--- config.mk ---
export PLATFORM = sky130hd
export DESIGN_NAME = sbd_bridge_decode
export DESIGN_NICKNAME = d
export VERILOG_FILES = /design/src/rtl/sbd_pkg.sv /design/src/rtl/sbd_low_watch.sv /design/src/rtl/sbd_bridge_decode.sv
export SDC_FILE = /design/constraint.sdc
export NUM_CORES = 1
export LEC_CHECK = 0
export ABC_AREA = 1
export ABC_CLOCK_PERIOD_IN_PS = 1400
export BUFFER_PORTS_ARGS = -buffer_cell sky130_fd_sc_hd__clkbuf_2
export CAP_MARGIN = 20
export CELL_PAD_IN_SITES_DETAIL_PLACEMENT = 1
export CELL_PAD_IN_SITES_GLOBAL_PLACEMENT = 2
export CORE_ASPECT_RATIO = 0.5
export CORE_MARGIN = 2
export CORE_UTILIZATION = 26
export CTS_BUF_LIST = sky130_fd_sc_hd__clkbuf_8
export CTS_CLUSTER_SIZE = 28
export DETAILED_ROUTE_END_ITERATION = 12
export PLACE_DENSITY_LB_ADDON = 0.15
export SETUP_SLACK_MARGIN = 0.1
export SYNTH_ARGS = -nofsm -noshare
export SYNTH_HDL_FRONTEND = slang
export SYNTH_HIERARCHICAL = 1
export SYNTH_SLANG_ARGS = --single-unit
--- constraint.sdc ---
create_clock -name mclk -period 1.4 [get_ports mclk]
set_input_delay 0.21 -clock mclk [delete_from_list [all_inputs] [get_ports mclk]]
set_output_delay 0.21 -clock mclk [all_outputs]
set_load 0.01 [all_outputs]
--- src/rtl/sbd_pkg.sv ---
package sbd_pkg;

  // Bus time slot and the long-low disable window.
  localparam int SLOT_NS = 25000;
  localparam int CLK_NS = 100;
  localparam int SLOT_CYCLES = SLOT_NS / CLK_NS;
  localparam int LOW_SLOTS = 9;

  // Register port map.
  localparam int ADDR_W = 4;
  localparam logic [ADDR_W-1:0] REG_CTRL = 4'h0;
  localparam logic [ADDR_W-1:0] REG_STATUS = 4'h4;
  localparam logic [31:0] CTRL_RESET = 32'h0000_0001;
  localparam int CTRL_ENABLE_BIT = 0;
  localparam int STAT_VALID_BIT = 5;
  localparam int STAT_FAULT_BIT = 6;
  localparam int STAT_ENABLE_BIT = 7;

  // Control bits in arrival order: control_bit_0 arrives first.
  typedef struct packed {
    logic bridge_b_inhibit_n;
    logic bridge_b_direction;
    logic energize;
    logic bridge_a_direction;
    logic bridge_a_inhibit_n;
  } sbd_cmd_s;

  localparam sbd_cmd_s CMD_RESET = 5'h00;

  // What the frame receiver hands over.
  typedef struct packed {
    sbd_cmd_s control;
    logic push_ok;
    logic pull_sync;
  } sbd_rx_s;

  // One bridge: an output level and an active-low enable per pin.
  typedef struct packed {
    logic out_first;
    logic oe_first_n;
    logic out_second;
    logic oe_second_n;
  } sbd_bridge_s;

  localparam sbd_bridge_s BRIDGE_FLOAT = 4'h5;

endpackage

--- src/rtl/sbd_low_watch.sv ---
`timescale 1ns/1ps
`default_nettype none

// Counts time slots while the bus sits dominant and pulses once when the
// run reaches the disable window.
module sbd_low_watch #(
  parameter int SLOT_CYC = sbd_pkg::SLOT_CYCLES,
  parameter int SLOTS = sbd_pkg::LOW_SLOTS
) (
  input wire logic mclk,
  input wire logic reset_n,
  input wire logic bus_level,
  output logic long_low
);
  import sbd_pkg::*;

  localparam int CW = $clog2(SLOT_CYC + 1);
  localparam int SW = $clog2(SLOTS + 1);
  localparam logic [CW-1:0] SLOT_LAST = CW'(SLOT_CYC - 1);
  localparam logic [SW-1:0] SLOT_LIMIT = SW'(SLOTS);

  logic [CW-1:0] cycle_count;
  logic [SW-1:0] slot_count;
  logic slot_tick;

  assign slot_tick = !bus_level && (cycle_count == SLOT_LAST);

  // A recessive bus restarts the run from zero.
  always_ff @(posedge mclk or negedge reset_n)
  begin
    if (!reset_n)
      cycle_count <= '0;
    else if (bus_level || slot_tick)
      cycle_count <= '0;
    else
      cycle_count <= cycle_count + 1'b1;
  end

  // The slot count saturates so a bus held low gives one pulse only.
  always_ff @(posedge mclk or negedge reset_n)
  begin
    if (!reset_n)
      slot_count <= '0;
    else if (bus_level)
      slot_count <= '0;
    else if (slot_tick && slot_count != SLOT_LIMIT)
      slot_count <= slot_count + 1'b1;
  end

  always_ff @(posedge mclk or negedge reset_n)
  begin
    if (!reset_n)
      long_low <= 1'b0;
    else
      long_low <= !bus_level && slot_tick && (slot_count == SLOT_LIMIT - 1'b1);
  end

  chk_long_low_cause: assert property (@(posedge mclk) disable iff (!reset_n)
    long_low |-> $past(slot_count) == SLOT_LIMIT - 1'b1 && !$past(bus_level))
    else $error("long-low pulse without nine dominant slots");

endmodule
`default_nettype wire

--- src/rtl/sbd_bridge_decode.sv ---
`timescale 1ns/1ps
`default_nettype none

module sbd_bridge_decode (
  input wire logic mclk,
  input wire logic reset_n,
  input wire sbd_pkg::sbd_rx_s rx,
  input wire logic bus_level,
  input wire logic [sbd_pkg::ADDR_W-1:0] reg_addr,
  input wire logic [31:0] reg_wdata,
  input wire logic reg_write,
  input wire logic reg_read,
  output logic [31:0] reg_rdata,
  output logic bridge_a_out_first,
  output logic bridge_a_oe_first_n,
  output logic bridge_a_out_second,
  output logic bridge_a_oe_second_n,
  output logic bridge_b_out_first,
  output logic bridge_b_oe_first_n,
  output logic bridge_b_out_second,
  output logic bridge_b_oe_second_n
);
  import sbd_pkg::*;

  // Maps one bridge's inhibit, direction and energize onto pin drives.
  function automatic sbd_bridge_s bridge_drive(input logic inhibit_n, input logic dir, input logic energize);
    sbd_bridge_s d;
    d = BRIDGE_FLOAT;
    if (!inhibit_n)
      d = BRIDGE_FLOAT;
    else if (energize)
    begin
      d.oe_first_n = 1'b0;
      d.oe_second_n = 1'b0;
      d.out_first = !dir;
      d.out_second = dir;
    end
    else if (!dir)
    begin
      d.out_first = 1'b1;
      d.oe_first_n = 1'b0;
    end
    else
    begin
      d.out_second = 1'b1;
      d.oe_second_n = 1'b0;
    end
    return d;
  endfunction

  sbd_cmd_s command;
  logic cmd_valid;
  logic bus_fault;
  logic sw_enable;
  logic pull_sync_q;
  logic latch_now;
  logic long_low;
  logic drive_on;
  sbd_bridge_s next_a;
  sbd_bridge_s next_b;
  sbd_bridge_s drive_a;
  sbd_bridge_s drive_b;

  // The bus level is taken as already resolved: dominant reads 0.
  sbd_low_watch #(
    .SLOT_CYC(SLOT_CYCLES),
    .SLOTS(LOW_SLOTS)
  ) u_low_watch (
    .mclk(mclk),
    .reset_n(reset_n),
    .bus_level(bus_level),
    .long_low(long_low)
  );

  always_ff @(posedge mclk or negedge reset_n)
  begin
    if (!reset_n)
      pull_sync_q <= 1'b0;
    else
      pull_sync_q <= rx.pull_sync;
  end

  // A pull-sync level without a validated push field changes nothing.
  assign latch_now = rx.pull_sync && !pull_sync_q && rx.push_ok;

  // Field order within the struct follows arrival order.
  always_ff @(posedge mclk or negedge reset_n)
  begin
    if (!reset_n)
      command <= CMD_RESET;
    else if (latch_now)
      command <= rx.control;
  end

  always_ff @(posedge mclk or negedge reset_n)
  begin
    if (!reset_n)
      cmd_valid <= 1'b0;
    else if (latch_now)
      cmd_valid <= 1'b1;
  end

  // A new long-low run wins over a command latched in the same cycle, so a
  // shorted bus can never be cleared by a frame that raced it.
  always_ff @(posedge mclk or negedge reset_n)
  begin
    if (!reset_n)
      bus_fault <= 1'b0;
    else if (long_low)
      bus_fault <= 1'b1;
    else if (latch_now)
      bus_fault <= 1'b0;
  end

  always_ff @(posedge mclk or negedge reset_n)
  begin
    if (!reset_n)
      sw_enable <= CTRL_RESET[CTRL_ENABLE_BIT];
    else if (reg_write && reg_addr == REG_CTRL)
      sw_enable <= reg_wdata[CTRL_ENABLE_BIT];
  end

  always_ff @(posedge mclk or negedge reset_n)
  begin
    if (!reset_n)
      reg_rdata <= '0;
    else if (reg_read && reg_addr == REG_CTRL)
      reg_rdata <= {31'h0000_0000, sw_enable};
    else if (reg_read && reg_addr == REG_STATUS)
      reg_rdata <= {24'h00_0000, sw_enable, bus_fault, cmd_valid, command};
    else
      reg_rdata <= '0;
  end

  assign drive_on = cmd_valid && !bus_fault && sw_enable;

  always_comb
  begin
    next_a = BRIDGE_FLOAT;
    next_b = BRIDGE_FLOAT;
    if (drive_on)
    begin
      next_a = bridge_drive(command.bridge_a_inhibit_n, command.bridge_a_direction, command.energize);
      next_b = bridge_drive(command.bridge_b_inhibit_n, command.bridge_b_direction, command.energize);
    end
  end

  // The pins come straight from these flops, one cycle behind the latch.
  always_ff @(posedge mclk or negedge reset_n)
  begin
    if (!reset_n)
      drive_a <= BRIDGE_FLOAT;
    else
      drive_a <= next_a;
  end

  always_ff @(posedge mclk or negedge reset_n)
  begin
    if (!reset_n)
      drive_b <= BRIDGE_FLOAT;
    else
      drive_b <= next_b;
  end

  assign bridge_a_out_first = drive_a.out_first;
  assign bridge_a_oe_first_n = drive_a.oe_first_n;
  assign bridge_a_out_second = drive_a.out_second;
  assign bridge_a_oe_second_n = drive_a.oe_second_n;
  assign bridge_b_out_first = drive_b.out_first;
  assign bridge_b_oe_first_n = drive_b.oe_first_n;
  assign bridge_b_out_second = drive_b.out_second;
  assign bridge_b_oe_second_n = drive_b.oe_second_n;

  chk_energized_polarity: assert property (@(posedge mclk) disable iff (!reset_n)
    drive_on && command.bridge_a_inhibit_n && command.energize
    |=> !bridge_a_oe_first_n && !bridge_a_oe_second_n
        && bridge_a_out_first == !$past(command.bridge_a_direction)
        && bridge_a_out_second == $past(command.bridge_a_direction))
    else $error("bridge a energized drive wrong");

  chk_dir_b_polarity: assert property (@(posedge mclk) disable iff (!reset_n)
    drive_on && command.bridge_b_inhibit_n && command.energize
    |=> bridge_b_out_second == $past(command.bridge_b_direction) && !bridge_b_oe_first_n)
    else $error("bridge b polarity does not follow its direction");

  chk_inhibit_float: assert property (@(posedge mclk) disable iff (!reset_n)
    (!command.bridge_a_inhibit_n || !command.bridge_b_inhibit_n)
    |=> ($past(command.bridge_a_inhibit_n) || (bridge_a_oe_first_n && bridge_a_oe_second_n))
        && ($past(command.bridge_b_inhibit_n) || (bridge_b_oe_first_n && bridge_b_oe_second_n)))
    else $error("inhibited bridge not floating");

  chk_unenergized_one: assert property (@(posedge mclk) disable iff (!reset_n)
    drive_on && command.bridge_a_inhibit_n && !command.energize
    |=> (bridge_a_oe_first_n != bridge_a_oe_second_n)
        && bridge_a_oe_first_n == $past(command.bridge_a_direction)
        && (bridge_a_out_first || bridge_a_out_second))
    else $error("bridge a unenergized drive wrong");

  chk_latch_gate: assert property (@(posedge mclk) disable iff (!reset_n)
    (command != $past(command)) |-> $past(rx.pull_sync) && !$past(pull_sync_q) && $past(rx.push_ok))
    else $error("command changed without validated pull-sync rise");

  chk_fault_disable: assert property (@(posedge mclk) disable iff (!reset_n)
    long_low |=> bus_fault ##1 (bridge_a_oe_first_n && bridge_a_oe_second_n
                                && bridge_b_oe_first_n && bridge_b_oe_second_n))
    else $error("outputs not disabled after long dominant bus");

  chk_fault_resume: assert property (@(posedge mclk) disable iff (!reset_n)
    bus_fault && latch_now && !long_low |=> !bus_fault)
    else $error("fault not cleared by a new command");

  chk_float_before_cmd: assert property (@(posedge mclk) disable iff (!reset_n)
    !cmd_valid |=> bridge_a_oe_first_n && bridge_a_oe_second_n
                   && bridge_b_oe_first_n && bridge_b_oe_second_n)
    else $error("bridge driven before first command");

  // Covers the software off switch as well as the fault and reset gates.
  chk_off_floats: assert property (@(posedge mclk) disable iff (!reset_n)
    !drive_on |=> bridge_a_oe_first_n && bridge_a_oe_second_n
                  && bridge_b_oe_first_n && bridge_b_oe_second_n)
    else $error("bridge driven while the drive gate is off");

  // Bridge B has its own copies of the drive checks, since a swapped field in
  // the command struct would only show on one side.
  chk_energized_b_drive: assert property (@(posedge mclk) disable iff (!reset_n)
    drive_on && command.bridge_b_inhibit_n && command.energize
    |=> !bridge_b_oe_first_n && !bridge_b_oe_second_n
        && bridge_b_out_first == !$past(command.bridge_b_direction)
        && bridge_b_out_second == $past(command.bridge_b_direction))
    else $error("bridge b energized drive wrong");

  chk_unenergized_b_one: assert property (@(posedge mclk) disable iff (!reset_n)
    drive_on && command.bridge_b_inhibit_n && !command.energize
    |=> (bridge_b_oe_first_n != bridge_b_oe_second_n)
        && bridge_b_oe_first_n == $past(command.bridge_b_direction)
        && (bridge_b_out_first || bridge_b_out_second))
    else $error("bridge b unenergized drive wrong");

  chk_dir_a_polarity: assert property (@(posedge mclk) disable iff (!reset_n)
    drive_on && command.bridge_a_inhibit_n && command.energize
    |=> bridge_a_out_second == $past(command.bridge_a_direction) && !bridge_a_oe_second_n)
    else $error("bridge a polarity does not follow its direction");

  chk_b_coil_differs: assert property (@(posedge mclk) disable iff (!reset_n)
    drive_on && command.bridge_b_inhibit_n && command.energize
    |=> bridge_b_out_first != bridge_b_out_second)
    else $error("bridge b drives both ends of its coil alike");

  // A released pin is parked low so that the enable alone decides whether it drives.
  chk_float_low_level: assert property (@(posedge mclk) disable iff (!reset_n)
    (!bridge_a_oe_first_n || !bridge_a_out_first) && (!bridge_a_oe_second_n || !bridge_a_out_second)
    && (!bridge_b_oe_first_n || !bridge_b_out_first) && (!bridge_b_oe_second_n || !bridge_b_out_second))
    else $error("floating pin carries a high level");

  chk_command_capture: assert property (@(posedge mclk) disable iff (!reset_n)
    latch_now |=> command == $past(rx.control) && cmd_valid)
    else $error("latched command differs from received control bits");

  chk_pull_sync_track: assert property (@(posedge mclk) disable iff (!reset_n)
    pull_sync_q == $past(rx.pull_sync))
    else $error("pull-sync history does not follow the input");

  // Holding pull-sync high must not re-latch the data that follows it.
  chk_latch_once: assert property (@(posedge mclk) disable iff (!reset_n)
    rx.pull_sync && pull_sync_q |=> $stable(command))
    else $error("command latched without a pull-sync rise");

  chk_refused_frame: assert property (@(posedge mclk) disable iff (!reset_n)
    !rx.push_ok |=> $stable(command))
    else $error("command latched from an unvalidated frame");

  chk_fault_floats: assert property (@(posedge mclk) disable iff (!reset_n)
    bus_fault |=> bridge_a_oe_first_n && bridge_a_oe_second_n
                  && bridge_b_oe_first_n && bridge_b_oe_second_n)
    else $error("bridge driven while the bus fault stands");

  chk_fault_holds: assert property (@(posedge mclk) disable iff (!reset_n)
    bus_fault && !latch_now |=> bus_fault)
    else $error("bus fault cleared without a new command");

  chk_long_low_single: assert property (@(posedge mclk) disable iff (!reset_n)
    long_low |=> !long_low)
    else $error("long-low pulse lasted more than one cycle");

  chk_valid_sticky: assert property (@(posedge mclk) disable iff (!reset_n)
    cmd_valid |=> cmd_valid)
    else $error("valid command flag dropped without reset");

  chk_idle_command: assert property (@(posedge mclk) disable iff (!reset_n)
    !cmd_valid |-> command == CMD_RESET)
    else $error("command changed before the first latch");

  // The watch reads the resolved level only: a recessive sample always
  // restarts the run, so a toggling bus never reaches the fault.
  chk_recessive_no_pulse: assert property (@(posedge mclk) disable iff (!reset_n)
    bus_level |=> !long_low)
    else $error("long-low pulse after a recessive bus sample");

endmodule
`default_nettype wire

==> results.json <==
{
  "status": "complete, no violations",
  "drc": 0,
  "seq_power_share_pct": 50.4,
  "cp-startpoint": "u_low_watch/cycle_count[0]$_DFF_PN0_",
  "internal-power_mw": 1.79,
  "antenna_left": 0,
  "clockPowerShare_pct": 38.9,
  "p_switching_mw": 0.614,
  "dieHeight_um": 63.1,
  "hp-class": "input pin to flip-flop",
  "grt_overflow": 0,
  "dieArea_mm2": 0.00771,
  "fin_ws_ns": 0.134,
  "htree_levels": 2,
  "worstReg2RegStart": "u_low_watch/cycle_count[0]$_DFF_PN0_",
  "io_pins": 88,
  "final_cell_mix": "dfrtp_1 (32), clkbuf_2 (32), nand2_1 (24), conb_1 (24), inv_1 (23)",
  "wirelength_um": 3540,
  "cts_tree": "built",
  "post-route-min-period_ns": 1.27,
  "clock_skew_ns": 0.00347,
  "cts_root_buffer": "clkbuf_8",
  "endpoint": "u_low_watch/slot_count[1]$_DFFE_PN0P_",
  "grt_pass1_vias": 1346,
  "rows": 21,
  "setup-violations-final": 0,
  "initial_core_util_pct": 27.0,
  "synth_warnings": 6,
  "cts.clk_slew.worst_paths_ns": 0.08,
  "slew_violations": 0,
  "critPathRequiredTime_ns": 1.57,
  "final_nets": 291,
  "dp_hpwl_um": 2630,
  "via_count": 1326,
  "cts_max_path_buffers": 2,
  "first_pass_iters": 4,
  "grt_max_degree": 39,
  "avgSynthCellArea_um2": 9.36,
  "final_hold_viol_count": 0,
  "grt_util_met3_pct": 3.26,
  "clock-sinks": 38,
  "gp_congestion": 0.719,
  "drtIter0Drc": 48,
  "ys_ff_latch": 38,
  "layout-drive-gt1-share_pct": 28.9,
  "worstRegToRegCells": 6,
  "clk_latency_ns": 0.29,
  "synth.distinct_cells": 22,
  "fp.dieW_um": 122,
  "post_dp_cell_area_mm2": 0.00202,
  "swShare_pct": 25.6,
  "final_area_mm2": 0.00221,
  "post_drt_wl_per_cell_um": 10.7,
  "comb_power_share_pct": 10.7,
  "final.setup.tns_ns": 0,
  "grtUsageTotal_pct": 10.2,
  "critPathKind": "flip-flop to flip-flop",
  "netlist_area_mm2": 0.00182,
  "syn_inst": 194,
  "busiest_layer": "met2",
  "fmax_mhz": 790,
  "maxCapViolations": 0,
  "grt_pass1_wl_um": 6090,
  "use_met1_pct": 12.9,
  "area_growth_pct": 21.6,
  "startpoint_type": "flip-flop",
  "coreArea_mm2": 0.00673,
  "fin_crit_sh_pct": 90.4,
  "holdWs_ns": 0.0775,
  "cp_data_arrival_time_ns": 1.44,
  "p_total_mw": 2.40,
  "antenna_found_initial": 0,
  "reg2reg_to": "u_low_watch/slot_count[1]$_DFFE_PN0P_",
  "crit_path_end_kind": "flip-flop",
  "rsz0062_at_grt": "true",
  "cts_buffers": 5,
  "antenna_cells": 0,
  "ir_worst_vdd_uv": 285,
  "pwr_density_cell_mw_per_mm2": 1090,
  "viasPerCell": 4.01,
  "worstPathMaxFanout": 4,
  "met2_usage_pct": 16.2,
  "dp_slack_ns": 0.0303,
  "power.leakage_nw": 1.12,
  "r2r_slack_ns": 0.13,
  "io_buffers": 32,
  "seq_area_frac_synth_pct": 52.7
}
worst max-delay path, cell delays in order (launching register included):
cell and delay (ns):
dfrtp_1 0.43, ha_4 0.17, inv_2 0.03, nor2_1 0.09, nand4_1 0.22, nand3_1 0.14
nand2_1 0.07
registers in the layout, indices dropped and copies added, names as in the netlist:
| name | flops |
|---|---|
| cmd_valid | 1 |
| command | 5 |
| bridge_a_oe_first_n | 1 |
| pull_sync_q | 1 |
| bus_fault | 1 |
| u_low_watch/cycle_count | 8 |
| u_low_watch/slot_count | 4 |
| u_low_watch/long_low | 1 |
| bridge_b_out_second | 1 |
| bridge_a_out_second | 1 |
| bridge_a_oe_second_n | 1 |
| bridge_a_out_first | 1 |
| sw_enable | 1 |
| reg_rdata | 8 |
| bridge_b_oe_first_n | 1 |
| bridge_b_out_first | 1 |
| bridge_b_oe_second_n | 1 |
cell usage after synthesis:
| master | count | area (um^2) |
|---|---|---|
| o21ai_0 | 4 | 20.0 |
| dfstp_2 | 5 | 131 |
| nand3b_4 | 1 | 20.0 |
| buf_4 | 25 | 188 |
| dfrtp_1 | 33 | 826 |
| nor2_2 | 2 | 12.5 |
| nor2_1 | 23 | 86.3 |
| conb_1 | 1 | 3.75 |
| nand4_1 | 11 | 68.8 |
| nor3_1 | 6 | 30.0 |
| xor2_1 | 4 | 35.0 |
| o21ai_1 | 5 | 25.0 |
| nor4_1 | 1 | 6.26 |
| nand3_2 | 2 | 20.0 |
| inv_1 | 26 | 97.6 |
| o21bai_1 | 1 | 7.51 |
| clkinv_1 | 1 | 3.75 |
| nor3b_1 | 1 | 7.51 |
| ha_1 | 5 | 62.6 |
| o21ai_4 | 1 | 16.3 |
| nand2_1 | 26 | 97.6 |
| nand3_1 | 10 | 50.1 |
final cells by class:
cell class	instances	area, um^2
clock buffers	5	68.8
clock inverters	3	45.0
fillers	803	4520
inverters	27	101
multi-input cells	127	701
flip-flops and latches	38	958
well taps	92	115
repair buffers	39	219
routing by layer:
| layer | part of all wire, % | vias up | routed length [um] |
|---|---|---|---|
| met3 | 6.7 | 2 | 238 |
| met1 | 48 | 625 | 1700 |
| met2 | 44 | 44 | 1580 |
| met5 | 0 | - | 0 |
| met4 | 0.82 | 0 | 29 |
| li1 | - | 655 | - |
power by group through the flow:
stage	registers (mW)	clock network, mW	logic (mW)
floorplan	1.23	0	0.177
global placement	1.23	0	0.230
detailed placement	1.23	0	0.236
CTS	1.21	0.975	0.246
global route	1.22	1.03	0.297
finish	1.21	0.933	0.256
per-stage QoR:
stage               util, %  std cells
finish                 32.8        331
global route           32.8        331
CTS                    32.1        330
detailed placement     30.0        320
global placement       30.0        320
floorplan                 -        217
repair_timing:
item / in CTS / in global routing
endpoints found under the setup margin: 12 / 13
gates resized for setup: 2 / 13
hold buffers: 1 / 0
hold endpoints to repair: 33 / 0
pin swaps: 5 / 7
setup buffers: 1 / 1
worst min-delay path by stage:
stage / start / endpoint / slack (ns) / cells past startpoint
floorplan: reset_n / bridge_a_out_first$_DFF_PN0_ / -0.09 / 0
global placement: reset_n / u_low_watch/cycle_count[3]$_DFF_PN0_ / 0.29 / 2
detailed placement: reset_n / u_low_watch/cycle_count[2]$_DFF_PN0_ / 0.29 / 2
CTS: rx[0] / pull_sync_q$_DFF_PN0_ / 0.07 / 1
global route: rx[0] / pull_sync_q$_DFF_PN0_ / 0.06 / 1
finish: rx[0] / pull_sync_q$_DFF_PN0_ / 0.08 / 1
kinds of logic (layout without fill, tap and decap cells):
group	after synthesis	after routing	share of synthesized area, %
fa+ha+maj	5	5	3.45
simple gates	83	83	22.0
flops	38	38	52.7
xor+xnor	4	4	1.93
buf+inv	52	74	15.9
compound gates	11	11	3.79
other cells	1	24	0.207
Power figures use the tool's default switching activity.
